--- config.mk ---
export PLATFORM = sky130hd
export DESIGN_NAME = wlf_feedback
export DESIGN_NICKNAME = d
export VERILOG_FILES = /design/src/wlf_feedback.v /design/src/wlf_lane.v
export VERILOG_INCLUDE_DIRS = /design/src /design/src/src
export SDC_FILE = /design/constraint.sdc
export NUM_CORES = 1
export LEC_CHECK = 0
export ABC_CLOCK_PERIOD_IN_PS = 1750
export BUFFER_PORTS_ARGS = -buffer_cell sky130_fd_sc_hd__buf_2
export CORE_MARGIN = 3
export CORE_UTILIZATION = 48
export CTS_CLUSTER_DIAMETER = 80
export DETAILED_ROUTE_END_ITERATION = 10
export MAX_ROUTING_LAYER = met4
export PLACE_DENSITY = 0.77
export SYNTH_ARGS = -nofsm -noshare
export SYNTH_HDL_FRONTEND = slang
export SYNTH_HIERARCHICAL = 1
export SYNTH_SLANG_ARGS = --single-unit
--- constraint.sdc ---
create_clock -name clk_sys -period 1.75 [get_ports clk_sys]
set_input_delay 0.0875 -clock clk_sys [delete_from_list [all_inputs] [get_ports clk_sys]]
set_output_delay 0.0875 -clock clk_sys [all_outputs]
set_load 0.02 [all_outputs]
--- src/wlf_consts.vh ---
// constants for the write leveling feedback block
`ifndef WLF_CONSTS_VH
`define WLF_CONSTS_VH

// register byte addresses
`define WLF_ADDR_CTRL    8'h00
`define WLF_ADDR_STAT    8'h04
`define WLF_ADDR_CNT     8'h08
`define WLF_ADDR_W       8

// mode bits inside the control word
`define WLF_BIT_LVL_EN   7
`define WLF_BIT_OUT_OFF  12
`define WLF_BIT_TERM0    2
`define WLF_BIT_TERM1    6
`define WLF_BIT_TERM2    9
`define WLF_CTRL_RST     32'h0000_0000
`define WLF_CTRL_MASK    32'h0000_1284

// status word fields
`define WLF_ST_SMP_LO    0
`define WLF_ST_SMP_HI    1
`define WLF_ST_LVL_ON    2
`define WLF_ST_DRIVING   3
`define WLF_ST_ODT       4
`define WLF_ST_TERM_ON   5
`define WLF_ST_TERM_BAD  6
`define WLF_ST_WIDE      7
`define WLF_ST_SEEN_LO   8
`define WLF_ST_SEEN_HI   9

// termination codes allowed while capturing (one bit per code)
`define WLF_TERM_WR_OK   8'h0E

// edge counter width per lane
`define WLF_CNT_W        8

`endif

--- src/wlf_feedback.v ---
// write leveling feedback logic of the memory device, with apb register access
//
// How it works
// - rising strobe edge samples clock, shown on prime
// - feedback path fixed latency, no read pipeline
// - byte-wide: data line 0 prime, 7:1 low
// - 16-bit: lines 0 and 8 prime, rest low
// - leveling-enable bit 7 selects leveling mode
// - output-buffer-off bit 12 gates feedback drive
// - strobe input, data output while leveling
// - odt switches strobe termination only
// - outputs off: strobe ignored, data high-z
// - capture with odt: termination 40, 60, 120; WLF_CTRL_MASK drops bit 6, so of codes 1-3 only code 1 can be set
// - odt low: unterminated strobe, drive feedback
//
// Our own choices: the APB slave port and the register offsets.
`default_nettype none
`include "wlf_consts.vh"

module wlf_feedback #(
    parameter WIDE = 1
) (
    input  wire        clk_sys,
    input  wire        resetn,
    input  wire [7:0]  paddr,
    input  wire        psel,
    input  wire        penable,
    input  wire        pwrite,
    input  wire [31:0] pwdata,
    output reg  [31:0] prdata,
    output reg         pready,
    output reg         pslverr,
    input  wire        ckPin,
    input  wire        odtPin,
    input  wire        lowerLaneStrobe,
    input  wire        upperLaneStrobe,
    output reg  [15:0] dqOut,
    output reg  [15:0] dqOe,
    output reg  [1:0]  strobeTermOn,
    output reg         strobeInputMode
);

    // register file
    reg  [31:0]               modeReg_r;
    reg  [`WLF_CNT_W-1:0]     cntLo_r;
    reg  [`WLF_CNT_W-1:0]     cntHi_r;
    reg                       seenLo_r;
    reg                       seenHi_r;

    // pin synchronisers for clock and odt
    reg                       ckMeta_r;
    reg                       ckSync2_r;
    reg                       ckSync3_r;
    reg                       ckLevel_r;
    reg                       odtMeta_r;
    reg                       odtSync2_r;
    reg                       odtSync3_r;
    reg                       odtLevel_r;

    // lane results
    wire                      smpLo;
    wire                      smpHi;
    wire                      riseLo;
    wire                      riseHi;

    // decoded mode
    wire                      levelingOn;
    wire                      outputsOff;
    wire                      capturing;
    wire [2:0]                termCode;
    wire [7:0]                termOkMask;
    wire                      termBad;
    wire                      wideCfg;

    // bus decode
    wire                      setupPhase;
    wire                      accessDone;
    wire                      wrDone;
    reg  [31:0]               rdData;
    reg                       addrHit;
    reg  [31:0]               statWord;

    // address decode, used by the read mux and the mapped check
    function [2:0] regSel;
        input [`WLF_ADDR_W-1:0] addr;
        begin
            case (addr)
                `WLF_ADDR_CTRL: regSel = 3'b001;
                `WLF_ADDR_STAT: regSel = 3'b010;
                `WLF_ADDR_CNT:  regSel = 3'b100;
                default:        regSel = 3'b000;
            endcase
        end
    endfunction

    assign wideCfg    = (WIDE != 0);

    // mode bits
    assign levelingOn = modeReg_r[`WLF_BIT_LVL_EN];
    assign outputsOff = modeReg_r[`WLF_BIT_OUT_OFF];
    assign capturing  = levelingOn & ~outputsOff;
    assign termCode   = {modeReg_r[`WLF_BIT_TERM2],
                         modeReg_r[`WLF_BIT_TERM1],
                         modeReg_r[`WLF_BIT_TERM0]};

    // only some termination values are usable while the strobe is captured
    assign termOkMask = `WLF_TERM_WR_OK;
    assign termBad    = capturing & odtLevel_r & ~termOkMask[termCode];

    // clock and odt pins: three stages, change counts when two and three agree
    always @(posedge clk_sys) begin
        if (!resetn) begin
            ckMeta_r   <= 1'b0;
            ckSync2_r  <= 1'b0;
            ckSync3_r  <= 1'b0;
            ckLevel_r  <= 1'b0;
            odtMeta_r  <= 1'b0;
            odtSync2_r <= 1'b0;
            odtSync3_r <= 1'b0;
            odtLevel_r <= 1'b0;
        end else begin
            ckMeta_r   <= ckPin;
            ckSync2_r  <= ckMeta_r;
            ckSync3_r  <= ckSync2_r;
            odtMeta_r  <= odtPin;
            odtSync2_r <= odtMeta_r;
            odtSync3_r <= odtSync2_r;
            if (ckSync2_r == ckSync3_r) begin
                ckLevel_r <= ckSync2_r;
            end
            if (odtSync2_r == odtSync3_r) begin
                odtLevel_r <= odtSync2_r;
            end
        end
    end

    // lower lane always present
    wlf_lane uLaneLo (
        .clk_sys     (clk_sys),
        .resetn      (resetn),
        .strobePin   (lowerLaneStrobe),
        .ckLevel     (ckLevel_r),
        .captureEn   (capturing),
        .sampleLvl_r (smpLo),
        .risePulse_r (riseLo)
    );

    // upper lane only in the 16-bit configuration
    generate
        if (WIDE != 0) begin : gUpper
            wlf_lane uLaneHi (
                .clk_sys     (clk_sys),
                .resetn      (resetn),
                .strobePin   (upperLaneStrobe),
                .ckLevel     (ckLevel_r),
                .captureEn   (capturing),
                .sampleLvl_r (smpHi),
                .risePulse_r (riseHi)
            );
        end else begin : gNoUpper
            assign smpHi  = 1'b0;
            assign riseHi = 1'b0;
        end
    endgenerate

    // data pins: prime lines carry the sample, the others drive low; byte-wide leaves lines 15:8 high-z
    always @(posedge clk_sys) begin
        if (!resetn) begin
            dqOut <= 16'h0000;
            dqOe  <= 16'h0000;
        end else if (capturing) begin
            // straight from the capture flop, no read latency
            dqOut    <= 16'h0000;
            dqOut[0] <= smpLo;
            dqOut[8] <= smpHi & wideCfg;
            dqOe     <= wideCfg ? 16'hFFFF : 16'h00FF;
        end else begin
            // outputs off or leveling off: all data lines high-z
            dqOut <= 16'h0000;
            dqOe  <= 16'h0000;
        end
    end

    // strobe termination follows odt while leveling; data never terminated
    always @(posedge clk_sys) begin
        if (!resetn) begin
            strobeTermOn    <= 2'b00;
            strobeInputMode <= 1'b0;
        end else begin
            strobeTermOn[0] <= levelingOn & odtLevel_r;
            strobeTermOn[1] <= levelingOn & odtLevel_r & wideCfg;
            strobeInputMode <= capturing;
        end
    end

    // status word assembly
    always @* begin
        statWord                    = 32'h0000_0000;
        statWord[`WLF_ST_SMP_LO]    = smpLo;
        statWord[`WLF_ST_SMP_HI]    = smpHi;
        statWord[`WLF_ST_LVL_ON]    = levelingOn;
        statWord[`WLF_ST_DRIVING]   = capturing;
        statWord[`WLF_ST_ODT]       = odtLevel_r;
        statWord[`WLF_ST_TERM_ON]   = levelingOn & odtLevel_r;
        statWord[`WLF_ST_TERM_BAD]  = termBad;
        statWord[`WLF_ST_WIDE]      = wideCfg;
        statWord[`WLF_ST_SEEN_LO]   = seenLo_r;
        statWord[`WLF_ST_SEEN_HI]   = seenHi_r;
    end

    // apb: data prepared in setup, answered in the first access cycle
    assign setupPhase = psel & ~penable;
    assign accessDone = psel & penable & pready;
    // pslverr stands with pready, so it marks an unmapped write in the access cycle
    assign wrDone     = accessDone & pwrite & ~pslverr;

    always @* begin
        rdData  = 32'h0000_0000;
        addrHit = 1'b1;
        case (regSel(paddr))
            3'b001:  rdData = modeReg_r;
            3'b010:  rdData = statWord;
            3'b100:  rdData = {16'h0000, cntHi_r, cntLo_r};
            default: addrHit = 1'b0;
        endcase
    end

    always @(posedge clk_sys) begin
        if (!resetn) begin
            prdata  <= 32'h0000_0000;
            pready  <= 1'b0;
            pslverr <= 1'b0;
        end else begin
            // one cycle of pready per transfer
            pready  <= setupPhase;
            pslverr <= setupPhase & ~addrHit;
            if (setupPhase && !pwrite) begin
                prdata <= addrHit ? rdData : 32'h0000_0000;
            end
        end
    end

    // mode register; leaving leveling is the controller's job
    always @(posedge clk_sys) begin
        if (!resetn) begin
            modeReg_r <= `WLF_CTRL_RST;
        end else if (wrDone && regSel(paddr) == 3'b001) begin
            modeReg_r <= pwdata & `WLF_CTRL_MASK;
        end
    end

    // strobe edge counters and seen flags; a new edge beats a clear
    always @(posedge clk_sys) begin
        if (!resetn) begin
            cntLo_r  <= {`WLF_CNT_W{1'b0}};
            cntHi_r  <= {`WLF_CNT_W{1'b0}};
            seenLo_r <= 1'b0;
            seenHi_r <= 1'b0;
        end else begin
            if (wrDone && regSel(paddr) == 3'b100) begin
                cntLo_r <= {{(`WLF_CNT_W-1){1'b0}}, riseLo};
                cntHi_r <= {{(`WLF_CNT_W-1){1'b0}}, riseHi};
            end else begin
                // counters saturate so a long sweep never wraps to zero
                if (riseLo && cntLo_r != {`WLF_CNT_W{1'b1}}) begin
                    cntLo_r <= cntLo_r + {{(`WLF_CNT_W-1){1'b0}}, 1'b1};
                end
                if (riseHi && cntHi_r != {`WLF_CNT_W{1'b1}}) begin
                    cntHi_r <= cntHi_r + {{(`WLF_CNT_W-1){1'b0}}, 1'b1};
                end
            end
            if (riseLo) begin
                seenLo_r <= 1'b1;
            end else if (wrDone && regSel(paddr) == 3'b010
                         && pwdata[`WLF_ST_SEEN_LO]) begin
                seenLo_r <= 1'b0;
            end
            if (riseHi) begin
                seenHi_r <= 1'b1;
            end else if (wrDone && regSel(paddr) == 3'b010
                         && pwdata[`WLF_ST_SEEN_HI]) begin
                seenHi_r <= 1'b0;
            end
        end
    end

endmodule // wlf_feedback

`default_nettype wire

--- src/wlf_lane.v ---
// one byte lane: strobe synchroniser, rising edge capture of the clock level
`default_nettype none

module wlf_lane (
    input  wire clk_sys,
    input  wire resetn,
    input  wire strobePin,
    input  wire ckLevel,
    input  wire captureEn,
    output reg  sampleLvl_r,
    output reg  risePulse_r
);

    reg  stbMeta_r;
    reg  stbSync2_r;
    reg  stbSync3_r;
    reg  stbLevel_r;
    wire stbAgree;
    wire stbRise;

    // first stage feeds only the second stage
    always @(posedge clk_sys) begin
        if (!resetn) begin
            stbMeta_r  <= 1'b0;
            stbSync2_r <= 1'b0;
            stbSync3_r <= 1'b0;
        end else begin
            stbMeta_r  <= strobePin;
            stbSync2_r <= stbMeta_r;
            stbSync3_r <= stbSync2_r;
        end
    end

    // a change counts only once stages two and three agree
    assign stbAgree = (stbSync2_r == stbSync3_r);
    assign stbRise  = stbAgree & stbSync2_r & ~stbLevel_r;

    always @(posedge clk_sys) begin
        if (!resetn) begin
            stbLevel_r  <= 1'b0;
            sampleLvl_r <= 1'b0;
            risePulse_r <= 1'b0;
        end else begin
            if (stbAgree) begin
                stbLevel_r <= stbSync2_r;
            end
            // strobe ignored while outputs are off
            risePulse_r <= stbRise & captureEn;
            if (stbRise && captureEn) begin
                sampleLvl_r <= ckLevel;
            end
            // otherwise the last sample is held
        end
    end

endmodule // wlf_lane

`default_nettype wire
==> flow_metrics.tcl, run 1 <==
set metrics [dict create \
    outcome "finished clean" \
    clock-sinks 64 \
    numCtsBuffers 9 \
    synth_edf_count 0 \
    ctsRootBufferMaster "clkbuf_8" \
    drc_errors 0 \
    register_area_mm2 0.001281 \
    multi_input_area_mm2 0.001386 \
    design_area_mm2 0.003511 \
    intPower_mw 2.419 \
    ys.flop_type "dfxtp_1" \
    fin_nets 447 \
    num_vias 2467 \
    yosysSeqAreaShare_pct 43.03 \
    rsz0062_at_grt "no" \
    antenna_found_initial 0 \
    synth_warnings 6 \
    cts_tree "done" \
    cp.arrival_ns 1.91 \
    postCtsSetupBuffers 0 \
    place_hpwl_um 4481 \
    wl_met1_um 2593 \
    crit_path_end_kind "register" \
    pwr-share-comb_pct 6.3 \
    grt_max_degree 18 \
    drtAntennaViolNets 0 \
    synth.distinct_cells 45 \
    dr.max_layer_used "met4" \
    core_area_mm2 0.005956 \
    drv_cap 0 \
    ir_drop_mv 0.7439 \
    place_area_mm2 0.003177 \
    skew_ns 0.007037 \
    critPathRequiredTime_ns 2.03 \
    routed_via_density 5.205 \
    placed_cells 448 \
    syn_area_per_cell_um2 8.997 \
    fin_cells 474 \
    dr_wl_met2_um 3049 \
    pwr-share-clk_pct 46.2 \
    gr-total-overflow 0 \
    synth_async_sr_flop_share_pct 0 \
    drive_gt1_share_pct 23.31 \
    wl_per_cell_um 12.98 \
    gp_congestion 0.8340 \
    fmax_mhz 613.3 \
    grt_use_total_pct 18.51 \
    min_period_ns 1.631 \
    synthTopCellsByCount "dfxtp_1, buf_4, nor2_1" \
    yosysMostFrequentCell "dfxtp_1" \
    clkTransAtPathRegs_ns 0.07 \
    area_growth_pct 17.90 \
    chipHeight_um 84.77 \
    finalWirelength_um 6154 \
    ioPinCount 118 \
    drt_iter0_drc 129 \
    syn_area_mm2 0.002978 \
    finalSetupViolCount 0 \
    start_util_pct 50.00 \
    ys_ff_latch 64 \
    min_path_type "input pin to register" \
    synthTopCellsByArea "dfxtp_1, buf_4, nor2_1" \
    fp.dieW_um 84.77 \
    slew_violations 0 \
    synth_top_cell_by_area "dfxtp_1" \
    power_density_mw_per_mm2 885.8 \
    synth_top_area_share_pct 43.03 \
    grt_pass1_vias 2300 \
    diodes 0 \
    synthCells 331 \
    fillCellCount 535 \
    hold_viol 0 \
    drt_first_pass_iters 4 \
    p_seq_share_pct 47.5 \
    port_buffers 60 \
    htree_num_levels 3 \
    final_core_util_pct 58.95 \
    path_class "register to register" \
    clock_path_buffers 2 \
    clk_latency_ns 0.35 \
    p_leak_nw 1.617 \
    fin_crit_sh_pct 93.18 \
    wl_met3_um 397 \
    swShare_pct 22.22 \
    worstPathMaxFanout 6 \
    grt_pass1_wl_um 10300 \
    rows 28 \
    p_sw_uw 690.9 \
    crit_path_start_kind "register" \
    fin_setup_tns_ns 0 \
    dieArea_mm2 0.007185 \
]
## metrics by stage
stage | total power, mW | setup WS (ns) | hold slack [ns]
6_report | 3.110 | 0.1194 | 0.02548
5_1_grt | 3.232 | 0.02683 | 0.01772
4_1_cts | 3.134 | 0.09064 | 0.01485
3_5_place_dp | 1.686 | 0.2070 | 0.2941
3_3_place_gp | 1.683 | 0.2199 | 0.2877
2_1_floorplan | 1.679 | 0.2806 | 0.1708
## layout make-up
| cell class | instances | share of cell area [%] |
|---|---|---|
| Multi-Input combinational cell | 232 | 39.49 |
| Sequential cell | 64 | 36.49 |
| Timing Repair Buffer | 81 | 14.11 |
| Clock buffer | 12 | 4.419 |
| Tap cell | 75 | 2.673 |
| Clock inverter | 4 | 2.174 |
| Inverter | 6 | 0.6415 |
## worst paths after layout
path	startpoint	to	slack, ns	cells after the start
max	cntHi_r[1]$_SDFFE_PP0P_	cntHi_r[5]$_SDFFE_PP0P_	0.12	5
min	psel	pready$_SDFF_PN0_	0.03	2
max reg2reg	cntHi_r[1]$_SDFFE_PP0P_	cntHi_r[5]$_SDFFE_PP0P_	0.12	5
min reg2reg	uLaneLo/stbMeta_r$_SDFF_PN0_	uLaneLo/stbSync2_r$_SDFF_PN0_	0.43	1
## worst max-delay path: stages, from the launching register on
cell and delay, ns:
dfxtp_1 0.36, ha_1 0.24, nand3_1 0.11, o21ai_1 0.15
or4_1 0.52, a21oi_1 0.18
## layer usage
| metal | vias up | GRT usage [%] |
|---|---|---|
| li1 | 1215 | - |
| met4 | 0 | 7.914 |
| met1 | 1164 | 21.02 |
| met5 | - | - |
| met3 | 11 | 6.379 |
| met2 | 77 | 29.61 |
## power by group through the flow
stage	Combinational, mW	Sequential [mW]	Clock (mW)
floorplan	0.169	1.51	0
global placement	0.175	1.51	0
detailed placement	0.177	1.51	0
CTS	0.195	1.48	1.46
global route	0.215	1.48	1.54
finish	0.197	1.48	1.44
## what timing repair did
item	CTS	global route
endpoints found under the setup margin	0	4
hold endpoints to repair	10	0
hold buffers	10	0
resized for setup	0	2
## cell families after synthesis
logic type | count (synthesis) | synth area share [%]
other | 1 | 0.1259
and+or+nand+nor | 123 | 24.08
adders and majority gates | 4 | 1.681
AOI/OAI and AO/OA | 63 | 13.07
buffers and inverters | 64 | 14.16
muxes | 8 | 2.689
xor gates and xnor gates | 4 | 1.177
DFF | 64 | 43.03
## placed cells by master (no fill, tap or decap), types with 3 or more instances in the layout
cell	netlist	routed
a211oi_1	4	4
a21oi_1	18	18
a22o_1	4	4
a22oi_1	10	10
and2_1	16	16
and3_1	8	8
and4_1	6	6
buf_2	4	60
buf_4	47	10
clkbuf_8	0	11
conb_1	1	30
dfxtp_1	64	64
dlygate4sd3_1	0	10
ha_1	4	4
inv_1	5	5
mux2i_1	8	8
nand2_1	22	22
nand3_1	10	10
nand4_1	7	7
nor2_1	30	30
nor2b_1	3	3
nor3_1	5	5
o21ai_0	15	15
o21ai_1	4	4
## flip-flops by register name (all words and copies together), names as in the netlist, 2 cells and up
| signal | flops |
|---|---|
| modeReg_r | 4 |
| cntLo_r | 8 |
| prdata | 16 |
| cntHi_r | 8 |
| dqOut | 2 |
No activity file was read; power rests on OpenSTA's default activity.
==> run 2: changes to the inputs <==
ABC_AREA = 1   (was unset)
CORE_UTILIZATION = 49   (was 48)
PLACE_DENSITY = 0.78   (was 0.77)
==> flow_metrics.tcl, run 2 <==
set metrics [dict create \
    fp.dieW_um 86.00 \
    finalWirelength_um 6339 \
    synth_async_sr_flop_share_pct 0 \
    syn_area_per_cell_um2 7.225 \
    place_area_mm2 0.003281 \
    gr-total-overflow 0 \
    clock-sinks 64 \
    num_vias 2753 \
    ir_drop_mv 0.6328 \
    place_hpwl_um 4631 \
    drtAntennaViolNets 0 \
    largest_reg_flops 16 \
    ys.flop_type "dfxtp_1" \
    ys_ff_latch 64 \
    final_common_cell "nand2_1" \
    wl_per_cell_um 11.12 \
    fin_nets 543 \
    design_area_mm2 0.003610 \
    power_density_mw_per_mm2 933.0 \
    synthCells 434 \
    clock_path_buffers 2 \
    critPathRequiredTime_ns 1.97 \
    htree_num_levels 3 \
    synth.distinct_cells 27 \
    skew_ns 0.007028 \
    cts_tree "done" \
    synth_warnings 6 \
    grt_pass1_wl_um 10140 \
    fillCellCount 569 \
    cp_slowest_cell "dfxtp_1" \
    cp.arrival_ns 1.69 \
    diodes 0 \
    drt_iter0_drc 132 \
    rows 28 \
    fin_setup_tns_ns 0 \
    grt_max_degree 23 \
    path_class "register to register" \
    routed_via_density 4.830 \
    dp_worst_setup_slack_ns 0.2742 \
    yosysMostFrequentCell "nand2_1" \
    postCtsSetupBuffers 0 \
    port_buffers 60 \
    chipHeight_um 86.00 \
    synth_top_cell_by_area "dfxtp_1" \
    drt_first_pass_iters 4 \
    final_cell_mix "nand2_1, dfxtp_1, buf_2" \
    synthTopCellsByCount "nand2_1, dfxtp_1, buf_4" \
    synthTopCellsByArea "dfxtp_1, nand2_1, buf_4" \
    yosysSeqAreaShare_pct 40.86 \
    syn_area_mm2 0.003136 \
    drv_cap 0 \
    ctsRootBufferMaster "clkbuf_8" \
    drive_gt1_share_pct 21.62 \
    finalSetupViolCount 0 \
    critPathMaxStageDelay_ns 0.38 \
    slew_violations 0 \
    start_util_pct 51.73 \
    min_period_ns 1.472 \
    crit_path_start_kind "register" \
    p_leak_nw 1.760 \
    antenna_found_initial 0 \
    crit_path_frequent_cell "nand2_2" \
    crit_path_end_kind "register" \
    crit_chain "ha_1 -> nand2_2 -> nor3_4 -> nand2_2 -> nand2_4 -> inv_2 -> nand2_1 -> a21oi_2" \
    hold_viol 0 \
    fin_crit_sh_pct 84.11 \
    reg_top3 "prdata (16), cntHi_r (8), cntLo_r (8)" \
    grt_use_total_pct 17.88 \
    min_path_type "input pin to register" \
    crit_family "simple AND/OR/NAND/NOR gates" \
    synth_edf_count 0 \
    ioPinCount 118 \
    layout_setup_ws_ns 0.2781 \
    outcome "finished clean" \
    crit_buf_inv 1 \
    synth_top_area_share_pct 40.86 \
    grt_pass1_vias 2252 \
    finalPower_mw 3.368 \
    numCtsBuffers 9 \
    gp_congestion 0.8466 \
    dieArea_mm2 0.007395 \
    fmax_mhz 679.4 \
    area_growth_pct 15.12 \
    largest-register "prdata" \
    clkTransAtPathRegs_ns 0.07 \
    rsz0062_at_grt "no" \
    worstPathMaxFanout 7 \
    clk_latency_ns 0.34 \
    core_area_mm2 0.006061 \
    drc_errors 0 \
]
==> run 2: cell count changes after synthesis, sizes merged, moves of 6 or more <==
| cell | before | now |
|---|---|---|
| nand3 | 10 | 27 |
| a22oi | 10 | 0 |
| inv | 5 | 50 |
| mux2i | 8 | 0 |
| clkbuf | 7 | 1 |
| nand2 | 22 | 113 |
| and2 | 16 | 0 |
| a21oi | 18 | 39 |
| and3 | 8 | 0 |
| and4 | 6 | 0 |
| nor2 | 30 | 38 |
==> run 2: layer usage <==
metal | up-vias | routed length, µm | global-route usage (%)
met3 | 13 | 624 | 6.244
met5 | - | 0 | -
met4 | 0 | 97 | 5.755
met1 | 1227 | 2665 | 21.25
met2 | 113 | 2951 | 28.31
li1 | 1400 | - | -
==> run 2: what timing repair did <==
action                    4_1_cts  5_1_grt
resized for setup               0        0
hold buffers                    6        0
hold endpoints to repair        6        0
==> run 2: cell type report <==
| class | instances | area, µm² | area share, % |
|---|---|---|---|
| clock buffer | 11 | 141.4 | 3.917 |
| clock inverter | 5 | 127.6 | 3.536 |
| inverter | 52 | 195.2 | 5.407 |
| multi-input combinational | 291 | 1365 | 37.82 |
| sequential | 64 | 1281 | 35.49 |
| tap | 75 | 93.84 | 2.600 |
| timing repair buffer | 72 | 405.4 | 11.23 |
==> run 2: worst paths after layout <==
path,startpoint,to,slack (ns),cells after the start
worst min register to register,uLaneLo/stbMeta_r$_SDFF_PN0_,uLaneLo/stbSync2_r$_SDFF_PN0_,0.41,2
worst max register to register,cntLo_r[0]$_SDFFE_PN0P_,cntLo_r[7]$_SDFFE_PP0P_,0.28,8
worst max-delay path,cntLo_r[0]$_SDFFE_PN0P_,cntLo_r[7]$_SDFFE_PP0P_,0.28,8
worst min-delay path,psel,pready$_SDFF_PN0_,0.04,3
==> run 2: kinds of logic (layout without fill, tap and decap cells) <==
group                    Yosys count  in the layout  synth area share (%)
XOR/XNOR                           6              6                 1.676
other                              1             30                0.1196
AO/OA/AOI/OAI                     60             60                 10.06
flip-flops                        64             64                 40.86
buffers and inverters            108            140                 19.07
AND/OR/NAND/NOR                  191            191                 26.62
adder cells (fa/ha/maj)            4              4                 1.596
==> run 2: report_power, final <==
group	switching, mW	internal [mW]
registers	0.00862	1.48
logic	0.139	0.0536
clock network	0.559	1.13
==> run 2: tightest hold or removal path, cell delays in order <==
cell and delay [ns]:
buf_2 0.09, nand2_1 0.08, nor2_1 0.08
==> run 2: stage by stage <==
stage / hold WS (ns) / instances / util, %
floorplan: 0.1810 / 463 / -
global placement: 0.2651 / 548 / 54.13
detailed placement: 0.2725 / 548 / 54.13
CTS: 0.02277 / 570 / 59.56
global route: 0.05181 / 570 / 59.56
finish: 0.03576 / 570 / 59.56
==> run 3: changes to the inputs <==
ABC_CLOCK_PERIOD_IN_PS = 1300   (was 1750)
CORE_UTILIZATION = 44   (was 49)
PLACE_DENSITY = 0.74   (was 0.78)
clock period = 1.3 ns   (was 1.75 ns; I/O delays follow)
==> flow_metrics.tcl, run 3 (synthesis results as in run 2) <==
set metrics [dict create \
    gr-total-overflow 0 \
    grt_pass1_vias 2745 \
    cp.arrival_ns 1.54 \
    drive_gt1_share_pct 31.11 \
    p_sw_uw 959.0 \
    finalSetupViolCount 1 \
    fillCellCount 615 \
    pwr-share-comb_pct 6.8 \
    num_vias 2880 \
    power_density_mw_per_mm2 1023 \
    p_leak_nw 1.914 \
    rows 30 \
    largest_reg_flops 16 \
    dp_worst_setup_slack_ns -0.03008 \
    ctsRootBufferMaster "clkbuf_8" \
    clock_path_buffers 2 \
    grt_pass1_wl_um 11480 \
    cp-endpoint "cntLo_r[7]$_SDFFE_PP0P_" \
    wl_per_cell_um 11.16 \
    clkTransAtPathRegs_ns 0.07 \
    layout_setup_ws_ns -0.002461 \
    routed_via_density 4.645 \
    rsz0062_at_grt "yes" \
    fmax_mhz 767.8 \
    outcome "finished, violations left" \
    clk_latency_ns 0.34 \
    slew_violations 0 \
    grt_use_total_pct 17.47 \
    hold_viol 0 \
    grt_max_degree 24 \
    reg_top3 "prdata (16), cntHi_r (8), cntLo_r (8)" \
    p_seq_share_pct 49.9 \
    drtAntennaViolNets 0 \
    timing.rr.end "cntLo_r[7]$_SDFFE_PP0P_" \
    crit_path_end_kind "register" \
    final_cell_mix "nand2_1, buf_2, dfxtp_1" \
    min_path_type "input pin to register" \
    chipHeight_um 90.42 \
    htree_num_levels 3 \
    crit_path_start_kind "register" \
    r2r_cells 8 \
    drv_cap 0 \
    timing.rr.start "cntLo_r[1]$_SDFFE_PP0P_" \
    path_class "register to register" \
    diodes 0 \
    final_common_cell "nand2_1" \
    area_growth_pct 25.10 \
    intPower_mw 3.053 \
    r2r_slack_ns -0.002 \
    gp_congestion 0.8768 \
    cts_tree "done" \
    drt_iter0_drc 110 \
    design_area_mm2 0.003923 \
    finalWirelength_um 6921 \
    drc_errors 0 \
    worstPathMaxFanout 7 \
    placed_cells 596 \
    ioPinCount 118 \
    largest-register "prdata" \
    core_area_mm2 0.006869 \
    pwr-share-clk_pct 43.3 \
    ir_drop_mv 0.6966 \
    fin_crit_sh_pct 100.2 \
    start_util_pct 45.65 \
    fin_nets 572 \
    drt_first_pass_iters 5 \
    antenna_found_initial 0 \
    clock-sinks 64 \
    dieArea_mm2 0.008175 \
    numCtsBuffers 9 \
    swShare_pct 23.90 \
    place_area_mm2 0.003535 \
    critPathRequiredTime_ns 1.53 \
    fp.dieW_um 90.42 \
    port_buffers 60 \
    fin_cells 620 \
    place_hpwl_um 5157 \
    violations "setup timing" \
    crit_start "cntLo_r[1]$_SDFFE_PP0P_" \
    min_period_ns 1.302 \
    skew_ns 0.002829 \
]
## run 3: critical path, cell delays in order (launching register included)
cell	delay, ns
dfxtp_2	0.35
ha_4	0.15
nand2_4	0.06
nor3_4	0.21
nand2_2	0.11
nand2_4	0.13
inv_6	0.06
nand2_2	0.07
a21oi_2	0.05
## run 3: final cells by class
| cell class | instances | area [µm²] | share of cell area [%] |
|---|---|---|---|
| inverter | 52 | 202.7 | 5.167 |
| clock buffer | 11 | 151.4 | 3.860 |
| multi-input combinational | 291 | 1455 | 37.10 |
| timing repair buffer | 101 | 648.1 | 16.52 |
| clock inverter | 5 | 55.05 | 1.404 |
| tap | 96 | 120.1 | 3.062 |
| sequential | 64 | 1290 | 32.89 |
## run 3: power groups by stage
stage | sequential [mW] | combinational, mW | clock, mW
after floorplan | 2.06 | 0.230 | 0
after detailed placement | 2.05 | 0.257 | 0
after global placement | 2.04 | 0.251 | 0
after CTS | 2.00 | 0.272 | 1.78
after global routing | 2.00 | 0.304 | 1.86
final | 2.00 | 0.273 | 1.74
## run 3: worst min path at each step
stage | startpoint | end | cells past startpoint
global route | psel | pready$_SDFF_PN0_ | 3
detailed placement | lowerLaneStrobe | uLaneLo/stbMeta_r$_SDFF_PN0_ | 3
floorplan | upperLaneStrobe | gUpper.uLaneHi/stbMeta_r$_SDFF_PN0_ | 2
finish | psel | pready$_SDFF_PN0_ | 3
CTS | psel | pready$_SDFF_PN0_ | 3
global placement | lowerLaneStrobe | uLaneLo/stbMeta_r$_SDFF_PN0_ | 3
## run 3: through the flow
| stage | hold slack (ns) | power (mW) | util [%] | setup TNS (ns) |
|---|---|---|---|---|
| floorplan | 0.1585 | 2.286 | - | 0 |
| global placement | 0.2439 | 2.295 | 51.46 | 0 |
| CTS | 0.02562 | 4.049 | 55.56 | 0 |
| finish | 0.04653 | 4.012 | 57.10 | -0.002461 |
| global route | 0.03350 | 4.161 | 57.10 | -0.5580 |
| detailed placement | 0.2510 | 2.302 | 51.46 | -0.1070 |
## run 3: routing by layer
layer  GRT usage (%)  up-vias  share of wire [%]
met5               -        -                  0
met4           5.485        0                1.4
met3           5.000       13                6.3
met2           31.99       99                 50
met1           18.00     1316                 43
li1                -     1452                  -
## run 3: repair_timing
action,CTS,global route
endpoints found under the hold margin,6,0
pin swaps,3,9
hold buffers,6,0
setup endpoints to repair,12,39
buffers inserted,0,2
resized for setup,7,27
gates cloned,0,0
